`src/phy_diag_pkg.sv`:
```
package phy_diag_pkg;

   // Register addresses on the management interface
   localparam logic [4:0] REG_INT_CS = 5'h1B;
   localparam logic [4:0] REG_CABLE_DIAG = 5'h1D;
   localparam logic [4:0] REG_PHY_STAT = 5'h1E;
   localparam logic [4:0] REG_PHY_CTL2 = 5'h1F;

   // Interrupt control/status: flags in the low byte, enables in the high byte
   localparam int unsigned INT_EN_LSB = 8;
   localparam int unsigned EV_LINK_UP = 0;
   localparam int unsigned EV_REM_FAULT = 1;
   localparam int unsigned EV_LINK_DOWN = 2;
   localparam int unsigned EV_PARTNER_ACK = 3;
   localparam int unsigned EV_PD_FAULT = 4;
   localparam int unsigned EV_PAGE_RX = 5;
   localparam int unsigned EV_RX_ERR = 6;
   localparam int unsigned EV_JABBER = 7;
   localparam logic [7:0] FLAGS_RESET = 8'h00;
   localparam logic [7:0] INT_EN_RESET = 8'h00;

   // Cable diagnostic control/status
   localparam int unsigned DIAG_START_BIT = 15;
   localparam int unsigned DIAG_RES_LSB = 13;
   localparam int unsigned DIAG_SHORT_BIT = 12;
   localparam int unsigned DIAG_RSV_LSB = 9;
   localparam int unsigned DIAG_DIST_LSB = 0;
   localparam logic [2:0] DIAG_RSV_RESET = 3'h0;
   localparam logic [8:0] DIAG_DIST_RESET = 9'h000;

   typedef enum logic [1:0] {
      DIAG_NORMAL = 2'h0,
      DIAG_OPEN = 2'h1,
      DIAG_SHORT = 2'h2,
      DIAG_FAILED = 2'h3
   } diag_result_t;

   // PHY status bits
   localparam int unsigned STAT_PAUSE = 9;
   localparam int unsigned STAT_LINK = 8;
   localparam int unsigned STAT_POLARITY = 7;
   localparam int unsigned STAT_MDIX = 5;
   localparam int unsigned STAT_ENERGY = 4;
   localparam logic [4:0] STAT_RESET = 5'h00;

   // PHY control 2
   localparam int unsigned CTL2_INT_LEVEL = 9;
   localparam logic [15:0] CTL2_RESET = 16'h8100;

   // Management frame
   localparam logic [5:0] PREAMBLE_LEN = 6'h20;
   localparam logic [1:0] OP_READ = 2'h2;
   localparam logic [1:0] OP_WRITE = 2'h1;
   localparam logic [4:0] HDR_LAST = 5'h09;
   localparam logic [4:0] DATA_LAST = 5'h0F;

endpackage : phy_diag_pkg

```
`src/phy_status_diag_registers.sv`:
```
// Contract
// - Page receive flag sets, clears on read
// - Parallel detect fault flag sets, clears on read
// - Partner acknowledge flag sets, clears on read
// - Link down flag sets, clears on read
// - Remote fault flag sets, clears on read
// - Link up flag sets, clears on read
// - Diagnostic start bit holds until test ends
// - Results valid once start bit clears
// - Two-bit diagnostic outcome code, reset 00
// - Short cable indicator, reset 0
// - Pause capability status bit
// - Polarity reversed status bit
// - Energy detect status bit
// - Enabled flags alone drive interrupt
// - Interrupt level bit selects pin polarity
`timescale 1ns/100ps
`default_nettype none
module phy_status_diag_registers #(
   parameter logic [4:0] PHY_ADDR = 5'h01
) (
   // Clock and reset
   input wire logic clk,
   input wire logic rstn,
   // Management pins
   input wire logic mdc,
   input wire logic mdio_i,
   output logic mdio_o,
   output logic mdio_oe,
   // Event pulses from the line logic
   input wire logic ev_jabber,
   input wire logic ev_rx_err,
   input wire logic ev_page_rx,
   input wire logic ev_pd_fault,
   input wire logic ev_partner_ack,
   input wire logic ev_remote_fault,
   // Line status levels
   input wire logic link_up,
   input wire logic pause_cap,
   input wire logic polarity_rev,
   input wire logic mdix_state,
   input wire logic energy_det,
   // Cable diagnostic engine
   output logic diag_run,
   input wire logic diag_done,
   input wire logic [1:0] diag_result,
   input wire logic diag_short,
   input wire logic [8:0] diag_dist,
   // Interrupt pin
   output logic int_pin
);

   logic rd_stb, wr_stb;
   logic [4:0] reg_addr;
   logic [15:0] wr_data;
   logic [15:0] rd_data;
   logic [7:0] flags_r;
   logic [7:0] int_en_r;
   logic [7:0] ev_vec;
   logic [7:0] rd_clr;
   logic [4:0] stat_r;
   logic link_prev_r;
   phy_diag_pkg::diag_result_t res_r;
   logic short_r;
   logic [2:0] diag_rsv_r;
   logic [8:0] dist_r;
   logic [15:0] ctl2_r;
   logic wr_int, wr_diag, wr_ctl2;

   mgmt_serial_slave #(
      .PHY_ADDR(PHY_ADDR)
   ) u_serial (
      .clk(clk),
      .rstn(rstn),
      .mdc(mdc),
      .mdio_i(mdio_i),
      .mdio_o(mdio_o),
      .mdio_oe(mdio_oe),
      .rd_stb(rd_stb),
      .wr_stb(wr_stb),
      .reg_addr(reg_addr),
      .wr_data(wr_data),
      .rd_data(rd_data)
   );

   assign wr_int = wr_stb && reg_addr == phy_diag_pkg::REG_INT_CS;
   assign wr_diag = wr_stb && reg_addr == phy_diag_pkg::REG_CABLE_DIAG;
   assign wr_ctl2 = wr_stb && reg_addr == phy_diag_pkg::REG_PHY_CTL2;

   // Status sampling; link edges become events
   always_ff @(posedge clk or negedge rstn) begin
      if (!rstn) begin
         stat_r <= phy_diag_pkg::STAT_RESET;
         link_prev_r <= 1'b0;
      end else begin
         stat_r <= {pause_cap, link_up, polarity_rev, mdix_state, energy_det};
         link_prev_r <= stat_r[3];
      end
   end

   always_comb begin
      ev_vec = 8'h00;
      ev_vec[phy_diag_pkg::EV_JABBER] = ev_jabber;
      ev_vec[phy_diag_pkg::EV_RX_ERR] = ev_rx_err;
      ev_vec[phy_diag_pkg::EV_PAGE_RX] = ev_page_rx;
      ev_vec[phy_diag_pkg::EV_PD_FAULT] = ev_pd_fault;
      ev_vec[phy_diag_pkg::EV_PARTNER_ACK] = ev_partner_ack;
      ev_vec[phy_diag_pkg::EV_LINK_DOWN] = link_prev_r & ~stat_r[3];
      ev_vec[phy_diag_pkg::EV_REM_FAULT] = ev_remote_fault;
      ev_vec[phy_diag_pkg::EV_LINK_UP] = ~link_prev_r & stat_r[3];
   end

   // Sticky flags: a read clears, a same-cycle event wins
   genvar gi;
   generate
      for (gi = 0; gi < 8; gi++) begin : g_flag
         assign rd_clr[gi] = rd_stb && reg_addr == phy_diag_pkg::REG_INT_CS;
         always_ff @(posedge clk or negedge rstn) begin
            if (!rstn) begin
               flags_r[gi] <= phy_diag_pkg::FLAGS_RESET[gi];
            end else begin
               flags_r[gi] <= ev_vec[gi] | (flags_r[gi] & ~rd_clr[gi]);
            end
         end
      end
   endgenerate

   always_ff @(posedge clk or negedge rstn) begin
      if (!rstn) begin
         int_en_r <= phy_diag_pkg::INT_EN_RESET;
      end else if (wr_int) begin
         int_en_r <= wr_data[15:phy_diag_pkg::INT_EN_LSB];
      end
   end

   always_ff @(posedge clk or negedge rstn) begin
      if (!rstn) begin
         ctl2_r <= phy_diag_pkg::CTL2_RESET;
      end else if (wr_ctl2) begin
         ctl2_r <= wr_data;
      end
   end

   // Interrupt pin, polarity from the level bit
   always_ff @(posedge clk or negedge rstn) begin
      if (!rstn) begin
         int_pin <= 1'b1;
      end else begin
         int_pin <= (|(flags_r & int_en_r)) ~^ ctl2_r[phy_diag_pkg::CTL2_INT_LEVEL];
      end
   end

   // Cable diagnostic: start on write, clear and capture on done
   always_ff @(posedge clk or negedge rstn) begin
      if (!rstn) begin
         diag_run <= 1'b0;
         res_r <= phy_diag_pkg::DIAG_NORMAL;
         short_r <= 1'b0;
         dist_r <= phy_diag_pkg::DIAG_DIST_RESET;
      end else if (diag_run) begin
         if (diag_done) begin
            diag_run <= 1'b0;
            res_r <= phy_diag_pkg::diag_result_t'(diag_result);
            short_r <= diag_short;
            dist_r <= diag_dist;
         end
      end else if (wr_diag && wr_data[phy_diag_pkg::DIAG_START_BIT]) begin
         diag_run <= 1'b1;
      end
   end

   always_ff @(posedge clk or negedge rstn) begin
      if (!rstn) begin
         diag_rsv_r <= phy_diag_pkg::DIAG_RSV_RESET;
      end else if (wr_diag) begin
         diag_rsv_r <= wr_data[phy_diag_pkg::DIAG_RSV_LSB +: 3];
      end
   end

   // Read mux; unmapped addresses read zero
   always_comb begin
      rd_data = 16'h0000;
      unique case (reg_addr)
         phy_diag_pkg::REG_INT_CS: rd_data = {int_en_r, flags_r};
         phy_diag_pkg::REG_CABLE_DIAG: begin
            rd_data[phy_diag_pkg::DIAG_START_BIT] = diag_run;
            rd_data[phy_diag_pkg::DIAG_RES_LSB +: 2] = res_r;
            rd_data[phy_diag_pkg::DIAG_SHORT_BIT] = short_r;
            rd_data[phy_diag_pkg::DIAG_RSV_LSB +: 3] = diag_rsv_r;
            rd_data[phy_diag_pkg::DIAG_DIST_LSB +: 9] = dist_r;
         end
         phy_diag_pkg::REG_PHY_STAT: begin
            rd_data[phy_diag_pkg::STAT_PAUSE] = stat_r[4];
            rd_data[phy_diag_pkg::STAT_LINK] = stat_r[3];
            rd_data[phy_diag_pkg::STAT_POLARITY] = stat_r[2];
            rd_data[phy_diag_pkg::STAT_MDIX] = stat_r[1];
            rd_data[phy_diag_pkg::STAT_ENERGY] = stat_r[0];
         end
         phy_diag_pkg::REG_PHY_CTL2: rd_data = ctl2_r;
         default: rd_data = 16'h0000;
      endcase
   end
endmodule : phy_status_diag_registers
`default_nettype wire

```
`src/mgmt_serial_slave.sv`:
```
`timescale 1ns/100ps
`default_nettype none
module mgmt_serial_slave #(
   parameter logic [4:0] PHY_ADDR = 5'h01
) (
   // Clock and reset
   input wire logic clk,
   input wire logic rstn,
   // Management pins
   input wire logic mdc,
   input wire logic mdio_i,
   output logic mdio_o,
   output logic mdio_oe,
   // Register access
   output logic rd_stb,
   output logic wr_stb,
   output logic [4:0] reg_addr,
   output logic [15:0] wr_data,
   input wire logic [15:0] rd_data
);

   typedef enum logic [2:0] {ST_PRE, ST_START, ST_OP, ST_ADDR, ST_TA, ST_DATA} frame_state_t;

   frame_state_t state_r;
   logic mdc_s1_r, mdc_s2_r, mdc_s3_r;
   logic mdio_s1_r, mdio_s2_r;
   logic [5:0] ones_r;
   logic [4:0] cnt_r;
   logic [1:0] op_r;
   logic [9:0] hdr_r;
   logic [9:0] hdr_nxt;
   logic [15:0] shift_r;
   logic is_rd_r;
   logic rise;
   logic bit_in;

   // Both pins come from another party's timing
   always_ff @(posedge clk or negedge rstn) begin
      if (!rstn) begin
         mdc_s1_r <= 1'b0;
         mdc_s2_r <= 1'b0;
         mdc_s3_r <= 1'b0;
         mdio_s1_r <= 1'b1;
         mdio_s2_r <= 1'b1;
      end else begin
         mdc_s1_r <= mdc;
         mdc_s2_r <= mdc_s1_r;
         mdc_s3_r <= mdc_s2_r;
         mdio_s1_r <= mdio_i;
         mdio_s2_r <= mdio_s1_r;
      end
   end

   assign rise = mdc_s2_r & ~mdc_s3_r;
   assign bit_in = mdio_s2_r;
   assign hdr_nxt = {hdr_r[8:0], bit_in};

   always_ff @(posedge clk or negedge rstn) begin
      if (!rstn) begin
         state_r <= ST_PRE;
         ones_r <= 6'h00;
         cnt_r <= 5'h00;
         op_r <= 2'h0;
         hdr_r <= 10'h000;
         is_rd_r <= 1'b0;
         reg_addr <= 5'h00;
      end else if (rise) begin
         unique case (state_r)
            ST_PRE: begin
               if (bit_in) begin
                  if (ones_r != phy_diag_pkg::PREAMBLE_LEN) begin
                     ones_r <= ones_r + 6'h01;
                  end
               end else begin
                  if (ones_r == phy_diag_pkg::PREAMBLE_LEN) begin
                     state_r <= ST_START;
                  end
                  ones_r <= 6'h00;
               end
            end
            ST_START: begin
               state_r <= bit_in ? ST_OP : ST_PRE;
               cnt_r <= 5'h00;
            end
            ST_OP: begin
               op_r <= {op_r[0], bit_in};
               cnt_r <= cnt_r + 5'h01;
               if (cnt_r == 5'h01) begin
                  state_r <= ST_ADDR;
                  cnt_r <= 5'h00;
               end
            end
            ST_ADDR: begin
               hdr_r <= hdr_nxt;
               cnt_r <= cnt_r + 5'h01;
               if (cnt_r == phy_diag_pkg::HDR_LAST) begin
                  cnt_r <= 5'h00;
                  reg_addr <= hdr_nxt[4:0];
                  is_rd_r <= (op_r == phy_diag_pkg::OP_READ);
                  if (hdr_nxt[9:5] == PHY_ADDR &&
                      (op_r == phy_diag_pkg::OP_READ || op_r == phy_diag_pkg::OP_WRITE)) begin
                     state_r <= ST_TA;
                  end else begin
                     state_r <= ST_PRE;
                  end
               end
            end
            ST_TA: begin
               cnt_r <= cnt_r + 5'h01;
               if (cnt_r == 5'h01) begin
                  state_r <= ST_DATA;
                  cnt_r <= 5'h00;
               end
            end
            ST_DATA: begin
               cnt_r <= cnt_r + 5'h01;
               if (cnt_r == phy_diag_pkg::DATA_LAST) begin
                  state_r <= ST_PRE;
                  cnt_r <= 5'h00;
               end
            end
         endcase
      end
   end

   // Read strobe one cycle after the header; data captured on the next edge
   always_ff @(posedge clk or negedge rstn) begin
      if (!rstn) begin
         rd_stb <= 1'b0;
      end else begin
         rd_stb <= rise && state_r == ST_ADDR && cnt_r == phy_diag_pkg::HDR_LAST &&
                   hdr_nxt[9:5] == PHY_ADDR && op_r == phy_diag_pkg::OP_READ;
      end
   end

   // Shift register, pin drive and write strobe
   always_ff @(posedge clk or negedge rstn) begin
      if (!rstn) begin
         shift_r <= 16'h0000;
         mdio_o <= 1'b0;
         mdio_oe <= 1'b0;
         wr_stb <= 1'b0;
         wr_data <= 16'h0000;
      end else begin
         wr_stb <= 1'b0;
         if (rd_stb) begin
            shift_r <= rd_data;
         end else if (rise && is_rd_r) begin
            if (state_r == ST_TA && cnt_r == 5'h00) begin
               mdio_oe <= 1'b1;
               mdio_o <= 1'b0;
            end else if ((state_r == ST_TA) ||
                         (state_r == ST_DATA && cnt_r != phy_diag_pkg::DATA_LAST)) begin
               mdio_o <= shift_r[15];
               shift_r <= {shift_r[14:0], 1'b0};
            end else if (state_r == ST_DATA) begin
               mdio_oe <= 1'b0;
               mdio_o <= 1'b0;
            end
         end else if (rise && state_r == ST_DATA) begin
            shift_r <= {shift_r[14:0], bit_in};
            if (cnt_r == phy_diag_pkg::DATA_LAST) begin
               wr_stb <= 1'b1;
               wr_data <= {shift_r[14:0], bit_in};
            end
         end
      end
   end

endmodule : mgmt_serial_slave
`default_nettype wire

```
`config.mk`:
```
export PLATFORM = sky130hd
export DESIGN_NAME = phy_status_diag_registers
export DESIGN_NICKNAME = d
export VERILOG_FILES = /design/src/phy_diag_pkg.sv /design/src/phy_status_diag_registers.sv /design/src/mgmt_serial_slave.sv
export SDC_FILE = /design/constraint.sdc
export NUM_CORES = 1
export LEC_CHECK = 0
export ABC_AREA = 1
export BUFFER_PORTS_ARGS = -buffer_cell sky130_fd_sc_hd__buf_2
export CAP_MARGIN = 20
export CORE_MARGIN = 2
export CORE_UTILIZATION = 35
export CTS_BUF_LIST = sky130_fd_sc_hd__clkbuf_16
export DETAILED_ROUTE_END_ITERATION = 10
export HOLD_SLACK_MARGIN = 0.1
export PLACE_DENSITY_LB_ADDON = 0.25
export SLEW_MARGIN = 30
export SYNTH_ARGS = -nofsm -noshare
export SYNTH_HDL_FRONTEND = slang
export SYNTH_SLANG_ARGS = --single-unit
```
`constraint.sdc`:
```
create_clock -name clk -period 1.6 [get_ports clk]
set_clock_uncertainty 0.15 [all_clocks]
set_input_delay 0.24 -clock clk [delete_from_list [all_inputs] [get_ports clk]]
set_output_delay 0.24 -clock clk [all_outputs]
set_load 0.03 [all_outputs]
```
==> metrics.txt, run 1 <==
Die Span X=~130 um; Hold WS=slightly above 0.2 ns; root buffer cell=clkbuf_16; r2r startpoint=u_serial.cnt_r[1]; met3 WL post-DR=~690 um; crit-path max FO=6; Switching Share=22.3%; Clock power frac=a little under half; synthesized area=5900 um^2; vias in the first global route=approximately 5.1k; total design power=around 6.8 mW; status=complete, but fails checks; failing checks=negative setup slack; PortBufs=31; count of final setup violators=43; Rel. slew slack=58.1%; unrepaired setup endpoints after global routing=yes; NetSw=around 1.5 mW; Mapped Cells=687; max cap viols=0; M1 WL=6900 um; clk sinks=between 100 and 150; Seq/Total Area, Yosys=between 50% and 60%; drt first pass iters=5; Row Count=47; Longest Clk Path Bufs=2; r2r endpoint=u_serial.shift_r[0]; Final Non-Filler Cells=1,044; routability congestion estimate=slightly above 0.8; sequential power share=47.8%; CTS tree=done; CP startpoint=u_serial.cnt_r[1]; Detail Route met2 WL=approximately 8000 um; Final period util=106%; initial core utilization=35.7%; final wirelength=approximately 16,000 um; die height=approximately 130 um; Worst-Skew Late Latency=between 0.4 and 0.5 ns; R2R cell count=11; Residual DRC=0; Setup WS pre-CTS=-0.211 ns; f_max=roughly 590 MHz; Max H-tree Level=4; grt ovf=0; WP data required=1.80 ns; average wire per cell in the routed design=15.2 um; ratio of cells with drive above 1 in the final layout=between 20 and 30%; Hold Crit Class=flop to flop; Avg Cell Area, Syn=roughly 8.6 um^2; startpoint types=flop; via count=just over 5k; maximum vdd drop=852 uV; GR Util All Layers=between 10% and 20%; Cells after DPL=~960; Worst Setup End Kind=flop; Placeable Area=about 17,000 um^2; final hold viol count=0; first-pass GRT wire length=around 25,000 um; antenna violations before repair=0; final setup margin=-0.102 ns; pin count of the biggest net entering global routing=44; io pins=32; Nets=approximately 850; Final Max Tran Viols=0; layout overhead on the synthesized area=38.0%; worst slew pin tran=around 0.63 ns; drt initial violations=about 330; total CTS buffers=17; ANT cells=0; Leak Pwr=about 4 nW; Synthesized Nets=slightly above 700; post-route ant nets=0; HPWL after DPL=10,200 um; kind of critical path=flop to flop; R2R setup slack=-0.10 ns; Internal=between 5 and 6 mW; drt via density=around 5; Die Area=17,900 um^2; Max Used Layer=met4; Critical Path Sink=u_serial.shift_r[0]; P per Cell Area=~840 nW/um^2; logic gate share of total power=under 10%; YS warnings=0; fin crit period=~1.7 ns; Arr. time, crit path=between 1.5 and 2 ns; synthesis-stage register bit count=127; Reg clk slew, reported paths=0.05 ns; synth unique cells=39
[cell usage in the layout, fill, tap and decap left out, types with 2 or more instances in the layout]
cell type,netlist,layout
nand2_1,199,165
dfrtp_1,122,120
nand3_1,90,81
inv_1,52,49
o21ai_0,72,42
buf_4,7,41
nand2_2,1,32
nor2_1,42,30
buf_2,9,30
dlygate4sd3_1,0,27
o21ai_1,2,26
clkbuf_16,0,23
mux2_2,13,13
inv_2,7,12
nor2_2,7,12
buf_6,1,12
buf_12,0,11
nor2_4,1,8
nand4_1,8,8
clkinv_1,2,8
o21bai_1,7,7
nand3_2,1,7
clkinv_2,0,6
o21ai_2,0,5
a21oi_2,0,5
dfstp_2,5,5
nand2_4,2,4
nand3_4,1,4
ha_4,0,4
ha_1,8,4
a221oi_1,2,2
nand3b_1,2,2
o21ai_4,1,2
nor3_1,2,2
dfrtp_2,0,2
[cell usage after synthesis (all sizes together)]
cell type    n  area (um^2)
nand2      202          776
dfrtp      122         3050
nand3       92          478
o21ai       75          387
inv         60          230
nor2        50          213
buf         19          128
mux2        13          146
ha           8          100
nand4        8         50.1
o21bai       7         52.6
a21oi        6         30.0
clkbuf       5         18.8
dfstp        5          131
a221oi       2         17.5
clkinv       2         7.51
nand3b       2         15.0
nor3         2         10.0
a21boi       1         7.51
a31o         1         8.76
nor4         1         6.26
o21a         1         7.51
o22ai        1         6.26
xnor2        1         8.76
xor2         1         8.76
[power by group through the flow]
stage	registers [mW]	logic (mW)	clock network [mW]
final	3.26	0.324	3.24
after global routing	3.26	0.365	3.47
after CTS	3.26	0.280	3.30
after detailed placement	3.32	0.225	0
after global placement	3.31	0.215	0
after floorplan	3.32	0.0569	0
[per-layer routing]
metal  vias up  track usage, %
li1       2495               -
met1      2499            21.8
met2       110            30.3
met3        17            4.35
met4         0            5.50
met5         -               0
[per-stage QoR]
stage	util [%]	TNS, ns	instance area [um^2]
after global placement	40.3	-1.09	6670
after detailed placement	40.3	-2.73	6670
after global routing	49.2	-7.99	8140
after CTS	45.7	-2.51	7560
after floorplan	-	-0.0164	5940
final	49.2	-2.80	8140
[logic make-up after synthesis]
logic type / count (synthesis) / share of synthesized area [%]
xor+xnor: 2 / 0.297
mux: 13 / 2.48
flops: 127 / 54.0
fa+ha+maj: 8 / 1.70
simple gates: 357 / 26.2
buf+inv: 86 / 6.51
compound gates: 94 / 8.76
[worst max-delay path: stages (launching register included)]
cell     delay, ns
dfrtp_1       0.43
inv_2         0.13
ha_4          0.14
inv_2         0.04
nor2_4        0.08
nand2_2       0.07
nand2_4       0.08
nand3_4       0.11
nand2_8       0.15
buf_12        0.13
nand2_1       0.06
nand2_1       0.06
[worst min path at each step]
stage | start | to | slack (ns) | depth (start not counted)
finish | u_serial.mdio_s1_r | u_serial.bit_in | 0.20 | 0
global placement | rstn | short_r | -0.02 | 1
floorplan | rstn | ctl2_r[0] | -0.21 | 0
CTS | u_serial.mdio_s1_r | u_serial.bit_in | 0.20 | 0
detailed placement | rstn | short_r | -0.01 | 1
global route | u_serial.mdio_s1_r | u_serial.bit_in | 0.21 | 0
[registers in the layout (all words and copies together), names as in the netlist, 5 cells and up]
register	flops
u_serial.hdr_r	9
int_en_r	8
stat_r	5
u_serial.ones_r	6
u_serial.shift_r	16
u_serial.reg_addr	5
flags_r	8
dist_r	9
u_serial.cnt_r	5
ctl2_r	16
u_serial.wr_data	16
[timing repair]
action | CTS | global route
gates resized for setup | 17 | 120
hold buffers | 28 | 0
endpoints found under the hold margin | 152 | 0
cloned | 1 | 10
pin swaps | 9 | 33
endpoints found under the setup margin | 54 | 102
setup buffers | 7 | 10
[final cells by class]
cell class / instances / area (um^2)
clock buffers: 17 / 425
flip-flops and latches: 127 / 3190
well taps: 220 / 275
fillers: 1546 / 8390
multi-input cells: 474 / 2690
repair buffers: 128 / 1250
repair inverters: 1 / 8.76
clock inverters: 15 / 63.8
inverters: 62 / 243
Power figures use the tool's default switching activity.
==> run 2, diff against run 1 <==
- BUFFER_PORTS_ARGS: -buffer_cell sky130_fd_sc_hd__buf_2 -> -buffer_cell sky130_fd_sc_hd__clkbuf_2
==> run 2 against run 1 <==
The run still ends with negative setup slack left. Global-route usage decreased by 0.051 points. Combinational power decreased by 4%. Die area unchanged. Sequential share of layout area rose by 0.93 points. Critical path depth fell by 3. Utilization is 1.1 points lower. Setup slack got worse by 0.026 ns. Non-clock buffer count is 12 lower. Via count fell by 1.6%. Worst hold slack lost 0.074 ns. Clock-buffer cell count unchanged. Highest routed layer unchanged.
==> metrics.txt, run 2 (synthesis gave the netlist of run 1 again) <==
Critical Path Sink=u_serial.reg_addr[4]; Residual DRC=0; CP max stage delay=approximately 0.43 ns; drt via density=about 4.9; Reg clk slew, reported paths=0.05 ns; failing checks=negative setup slack; Switching Share=between 20% and 30%; total CTS buffers=17; drt first pass iters=5; first-pass GRT wire length=24,700 um; drt initial violations=225; Regs by FF count=ctl2_r: 16 flops, u_serial.shift_r: 16 flops, u_serial.wr_data: 16 flops; count of final setup violators=43; Internal=roughly 5.4 mW; CP cell instances=inv_2, ha_4, nand4_1, buf_4, nor2_4, buf_6, nor2_1, a21oi_1; area of the multi-input gates=about 2600 um^2; logic gate share of total power=4.5%; antenna violations before repair=0; Max stage delay cell, worst path=dfrtp_1; vias in the first global route=5,100; routability congestion estimate=0.798; final setup margin=-0.128 ns; startpoint types=flop; Final period util=108%; crit-path max FO=5; Finished Cell Area=7950 um^2; die height=roughly 130 um; CP startpoint=u_serial.cnt_r[1]; pin count of the biggest net entering global routing=between 40 and 50; post-route ant nets=0; most common cell after layout, fill and taps aside=nand2_1; unrepaired setup endpoints after global routing=yes; Worst-Skew Late Latency=0.42 ns; root buffer cell=clkbuf_16; clk sinks=127; sequential power share=a little under half; Longest Clk Path Bufs=2; R2R setup slack=-0.13 ns; P per Cell Area=872 nW/um^2; layout overhead on the synthesized area=34.8%; Die Area=about 18,000 um^2; Max H-tree Level=4; # fillers=~1.6k; Nets=roughly 840; setup TNS=-3.14 ns; grt ovf=0; via count=slightly above 5k; ANT cells=0; f_max=579 MHz; GR Util All Layers=around 18%; most frequent cells in the layout=nand2_1 (168), dfrtp_1 (119), nand3_1 (82); Clock power frac=between 40 and 50%; fin crit period=1.73 ns; HPWL after DPL=~10,000 um; r2r startpoint=u_serial.cnt_r[1]; FF/Latch Area=3190 um^2; Final Max Tran Viols=0; Placeable Area=approximately 17,000 um^2; WP data required=1.78 ns; NetSw=1.49 mW; kind of critical path=flop to flop; Top delay family on crit path=buffers and inverters; stages on the worst setup path=8; PortBufs=31; final hold viol count=0; average wire per cell in the routed design=roughly 15 um; io pins=32; status=complete, but fails checks; CTS tree=done; worst path bufs/invs=3; maximum vdd drop=just over 800 uV; max cap viols=0; initial core utilization=a little over a third; ratio of cells with drive above 1 in the final layout=between 20% and 30%; Worst Setup End Kind=flop; Rel. slew slack=roughly three quarters; Arr. time, crit path=about 1.9 ns; Leak Pwr=a little under 4 nW; Row Count=47; post-placement cell area=approximately 6700 um^2; Die Span X=134 um; final wirelength=15,200 um; R2R cell count=8; r2r endpoint=u_serial.reg_addr[4]; Hold Crit Class=primary input to async pin; worst slew pin tran=0.353 ns
==> run 2: worst register-to-register path, stage by stage, from the launching register on <==
cell	delay (ns)
dfrtp_1	0.43
inv_2	0.13
ha_4	0.15
nand4_1	0.15
buf_4	0.20
nor2_4	0.14
buf_6	0.14
nor2_1	0.04
a21oi_1	0.12
==> run 2: worst min path at each step <==
stage	to	cells past startpoint	from	slack (ns)
6_report	dist_r[3]	2	rstn	0.13
5_1_grt	dist_r[3]	2	rstn	0.15
4_1_cts	u_serial.shift_r[11]	2	rstn	0.12
3_5_place_dp	dist_r[3]	1	rstn	0.02
3_3_place_gp	dist_r[3]	1	rstn	0.02
2_1_floorplan	ctl2_r[0]	0	rstn	-0.21
==> run 2: layout make-up <==
cell class | count | share of cell area, %
timing repair inverter | 1 | 0.110
tap | 220 | 3.46
timing repair buffer | 116 | 13.8
clock buffer | 17 | 5.35
multi-input combinational | 474 | 33.0
inverter | 62 | 3.07
sequential | 127 | 40.1
clock inverter | 14 | 1.02
==> run 2: metrics by stage <==
step | power [mW] | utilization, % | std cells | hold slack (ns) | setup slack, ns
floorplan | 3.38 | - | 687 | -0.206 | -0.00164
global placement | 3.53 | 40.4 | 956 | 0.0159 | -0.102
detailed placement | 3.54 | 40.4 | 956 | 0.0161 | -0.144
CTS | 6.97 | 46.0 | 1022 | 0.123 | -0.0860
global route | 7.20 | 48.1 | 1031 | 0.147 | -0.227
finish | 6.93 | 48.1 | 1031 | 0.131 | -0.128
==> run 2: what timing repair did <==
item                       CTS  global route
gates cloned                 2             5
buffers inserted             6             4
pin swaps                   12            22
hold endpoints to repair   150             0
setup endpoints to repair   57            81
gates resized for setup     24            71
hold buffers                27             0
==> run 2: power groups by stage <==
stage | logic (mW) | clock network [mW] | registers [mW]
final | 0.312 | 3.36 | 3.26
after global routing | 0.353 | 3.59 | 3.26
after CTS | 0.282 | 3.43 | 3.26
after detailed placement | 0.227 | 0 | 3.31
after global placement | 0.221 | 0 | 3.31
after floorplan | 0.0569 | 0 | 3.32
==> run 2: metal layers <==
layer,wire length (um),vias to the layer above,share of wire (%),global-route usage (%)
met4,266,0,1.7,6.80
met2,7660,96,50,29.7
met3,498,20,3.3,4.20
li1,-,2470,-,-
met5,0,-,0,0
met1,6790,2453,45,21.8
==> run 3, diff against run 2 <==
- ABC_AREA: 1 -> not set
==> run 3 against run 2 <==
The run still ends with negative setup slack left. Global-route usage grew 0.53 points. Clock-buffer cell count stayed put. Cell area rose by 11%. Final cell count is 12% lower. First-iteration DRC count increased by 16%. Critical path depth fell by 1. Clock power grew 8.3%. Power rose by 6.2%. Sequential cell count unchanged. Die area is 2.2% higher. Sequential share of layout area fell by 4.1 points. Utilization up 3.8 points. Critical endpoint is now u_serial.shift_r[14]. Largest power group unchanged. Highest routed layer unchanged.
==> metrics.txt, run 3 <==
Max stage delay cell, worst path=or4b_4; Setup WS pre-CTS=-0.723 ns; Top delay family on crit path=compound AO/OA/AOI/OAI gates; fin crit period=2.29 ns; most frequent cells in the layout=dfrtp_1 (120), buf_4 (78), mux2_4 (51); Final period util=143%; first-pass GRT wire length=25,500 um; cell taking the most area after synthesis=dfrtp_1; Row Count=48; Leak Pwr=3.96 nW; Worst Setup End Kind=flop; final wirelength=approximately 16,000 um; mux contribution to synthesized area=18.8%; WP data required=1.75 ns; drt via density=between 5 and 6; Synth top area share=50.6%; final setup margin=-0.694 ns; Hold Crit Class=primary input to async pin; Die Area=between 15,000 and 20,000 um^2; root buffer cell=clkbuf_16; Nets=approximately 700; top cells by area, synth=dfrtp_1 (51%), mux2_2 (14%), inv_1 (2.7%), mux2i_1 (2.7%), mux2_4 (2.5%); count of final setup violators=89; Hold WS=0.149 ns; Mapped Cells=503; P per Cell Area=roughly 830 nW/um^2; io pins=32; Core Util, Final=about 52%; combinational family with the most area after synthesis=multiplexers; average wire per cell in the routed design=between 15 and 20 um; Residual DRC=0; synthesis-stage register bit count=~130; f_max=roughly 440 MHz; ratio of cells with drive above 1 in the final layout=roughly 50%; maximum vdd drop=897 uV; failing checks=negative setup slack; via count=approximately 4.6k; die height=roughly 140 um; Placeable Area=between 15,000 and 20,000 um^2; HPWL after DPL=about 11,000 um; Longest Clk Path Bufs=2; drt initial violations=around 260; Cells after DPL=about 820; area share of and/or/nand/nor cells after synthesis=under 10%; Post-synth top flop=dfrtp_1; most common cell in the netlist=dfrtp_1; asr flop ratio synth=between 90% and 100%; Rel. slew slack=70.8%; CP cell instances=inv_2, ha_4, or4b_4, a211o_4, a21o_1, buf_6, mux2_4; setup TNS=-26.14 ns; post-placement cell area=~7300 um^2; layout overhead on the synthesized area=46.6%; Arr. time, crit path=between 2 and 2.5 ns; EDFF count, synth=0; Finished Cell Area=8840 um^2; synthesized area=between 6000 and 7000 um^2; total design power=7.36 mW; Synth Area in Adders=between 1.5 and 2%; pin count of the biggest net entering global routing=47; CP max stage delay=around 0.46 ns; grt ovf=0; Die Span X=135 um; drt first pass iters=4; Reg clk slew, reported paths=approximately 0.060 ns; most common cell after layout, fill and taps aside=dfrtp_1; Seq/Total Area, Yosys=between 50% and 60%; antenna violations before repair=0; Max H-tree Level=4; post-route ant nets=0; compound-gate portion of the synthesized area=between 10% and 20%; synth unique cells=62; total CTS buffers=17; Regs by FF count=ctl2_r: 16 flops, u_serial.shift_r: 16 flops, u_serial.wr_data: 16 flops; worst slew pin tran=approximately 0.44 ns; vias in the first global route=between 4k and 5k; Worst-Skew Late Latency=~0.42 ns; startpoint types=flop; Synthesized Nets=between 500 and 600; PortBufs=31; kind of critical path=flop to flop; clk sinks=about 130; initial core utilization=a little over a third; CTS tree=done; Final Non-Filler Cells=around 900; synth cell count leaders=dfrtp_1 (122), mux2_2 (73), inv_1 (44), nand2_1 (25); YS warnings=0; GR Util All Layers=about 18%; ANT cells=0; worst path bufs/invs=2; final hold viol count=0; status=complete, but fails checks; Final Max Tran Viols=0; max cap viols=0; routability congestion estimate=roughly 0.84; unrepaired setup endpoints after global routing=yes; crit-path max FO=7; Avg Cell Area, Syn=12.0 um^2; XOR/XNOR share of the synthesized area=0.290%
-- run 3: cell types whose count changed in the layout (fill, tap and decap cells not counted), moves of 16 or more --
cell	previous run	this run
buf_4	35	78
nand2_1	168	21
nand2_2	31	2
mux2_4	0	51
mux2_2	13	32
mux2i_1	0	16
o21ai_0	60	4
nand3_1	82	9
nor2_1	34	8
-- run 3: worst paths after layout --
path,from,endpoint,slack [ns],depth (start not counted)
min in group clk,u_serial.mdio_s1_r,u_serial.bit_in,0.21,0
hold reg to reg,u_serial.mdio_s1_r,u_serial.bit_in,0.21,0
setup / recovery,u_serial.cnt_r[1],u_serial.shift_r[14],-0.69,7
setup reg to reg,u_serial.cnt_r[1],u_serial.shift_r[14],-0.69,7
hold / removal,rstn,ctl2_r[9],0.15,2
max in group asynchronous,rstn,u_serial.cnt_r[3],0.56,3
-- run 3: where the power goes --
group | internal, mW | switching [mW] | total (mW)
combinational | 0.211 | 0.190 | 0.401
sequential | 3.28 | 0.0399 | 3.32
clock | 2.25 | 1.39 | 3.64
-- run 3: layer usage --
layer | part of all wire [%] | GRT usage, %
met1 | 43 | 22.1
met5 | 0 | 0
met3 | 2.8 | 4.71
met2 | 52 | 31.1
met4 | 1.9 | 6.08
-- run 3: cells by family after synthesis --
family,after synthesis
flip-flops,127
AO/OA/AOI/OAI,101
multiplexers,99
AND/OR/NAND/NOR,94
buffers and inverters,71
adder cells (fa/ha/maj),9
XOR/XNOR,2
-- run 3: final cells by class --
| cell class | instances | area, um^2 |
|---|---|---|
| Clock buffer | 17 | 425 |
| Clock inverter | 15 | 130 |
| Fill cell | 1475 | 8210 |
| Inverter | 45 | 176 |
| Multi-Input combinational cell | 305 | 3120 |
| Sequential cell | 127 | 3190 |
| Tap cell | 225 | 282 |
| Timing Repair Buffer | 170 | 1520 |
-- run 3: repair_timing --
| item | in CTS | in global routing |
|---|---|---|
| pin swaps | 24 | 28 |
| hold buffers | 27 | 0 |
| setup endpoints to repair | 97 | 101 |
| gates cloned | 1 | 3 |
| gates resized for setup | 82 | 39 |
| setup buffers | 13 | 16 |
| hold endpoints to repair | 149 | 0 |
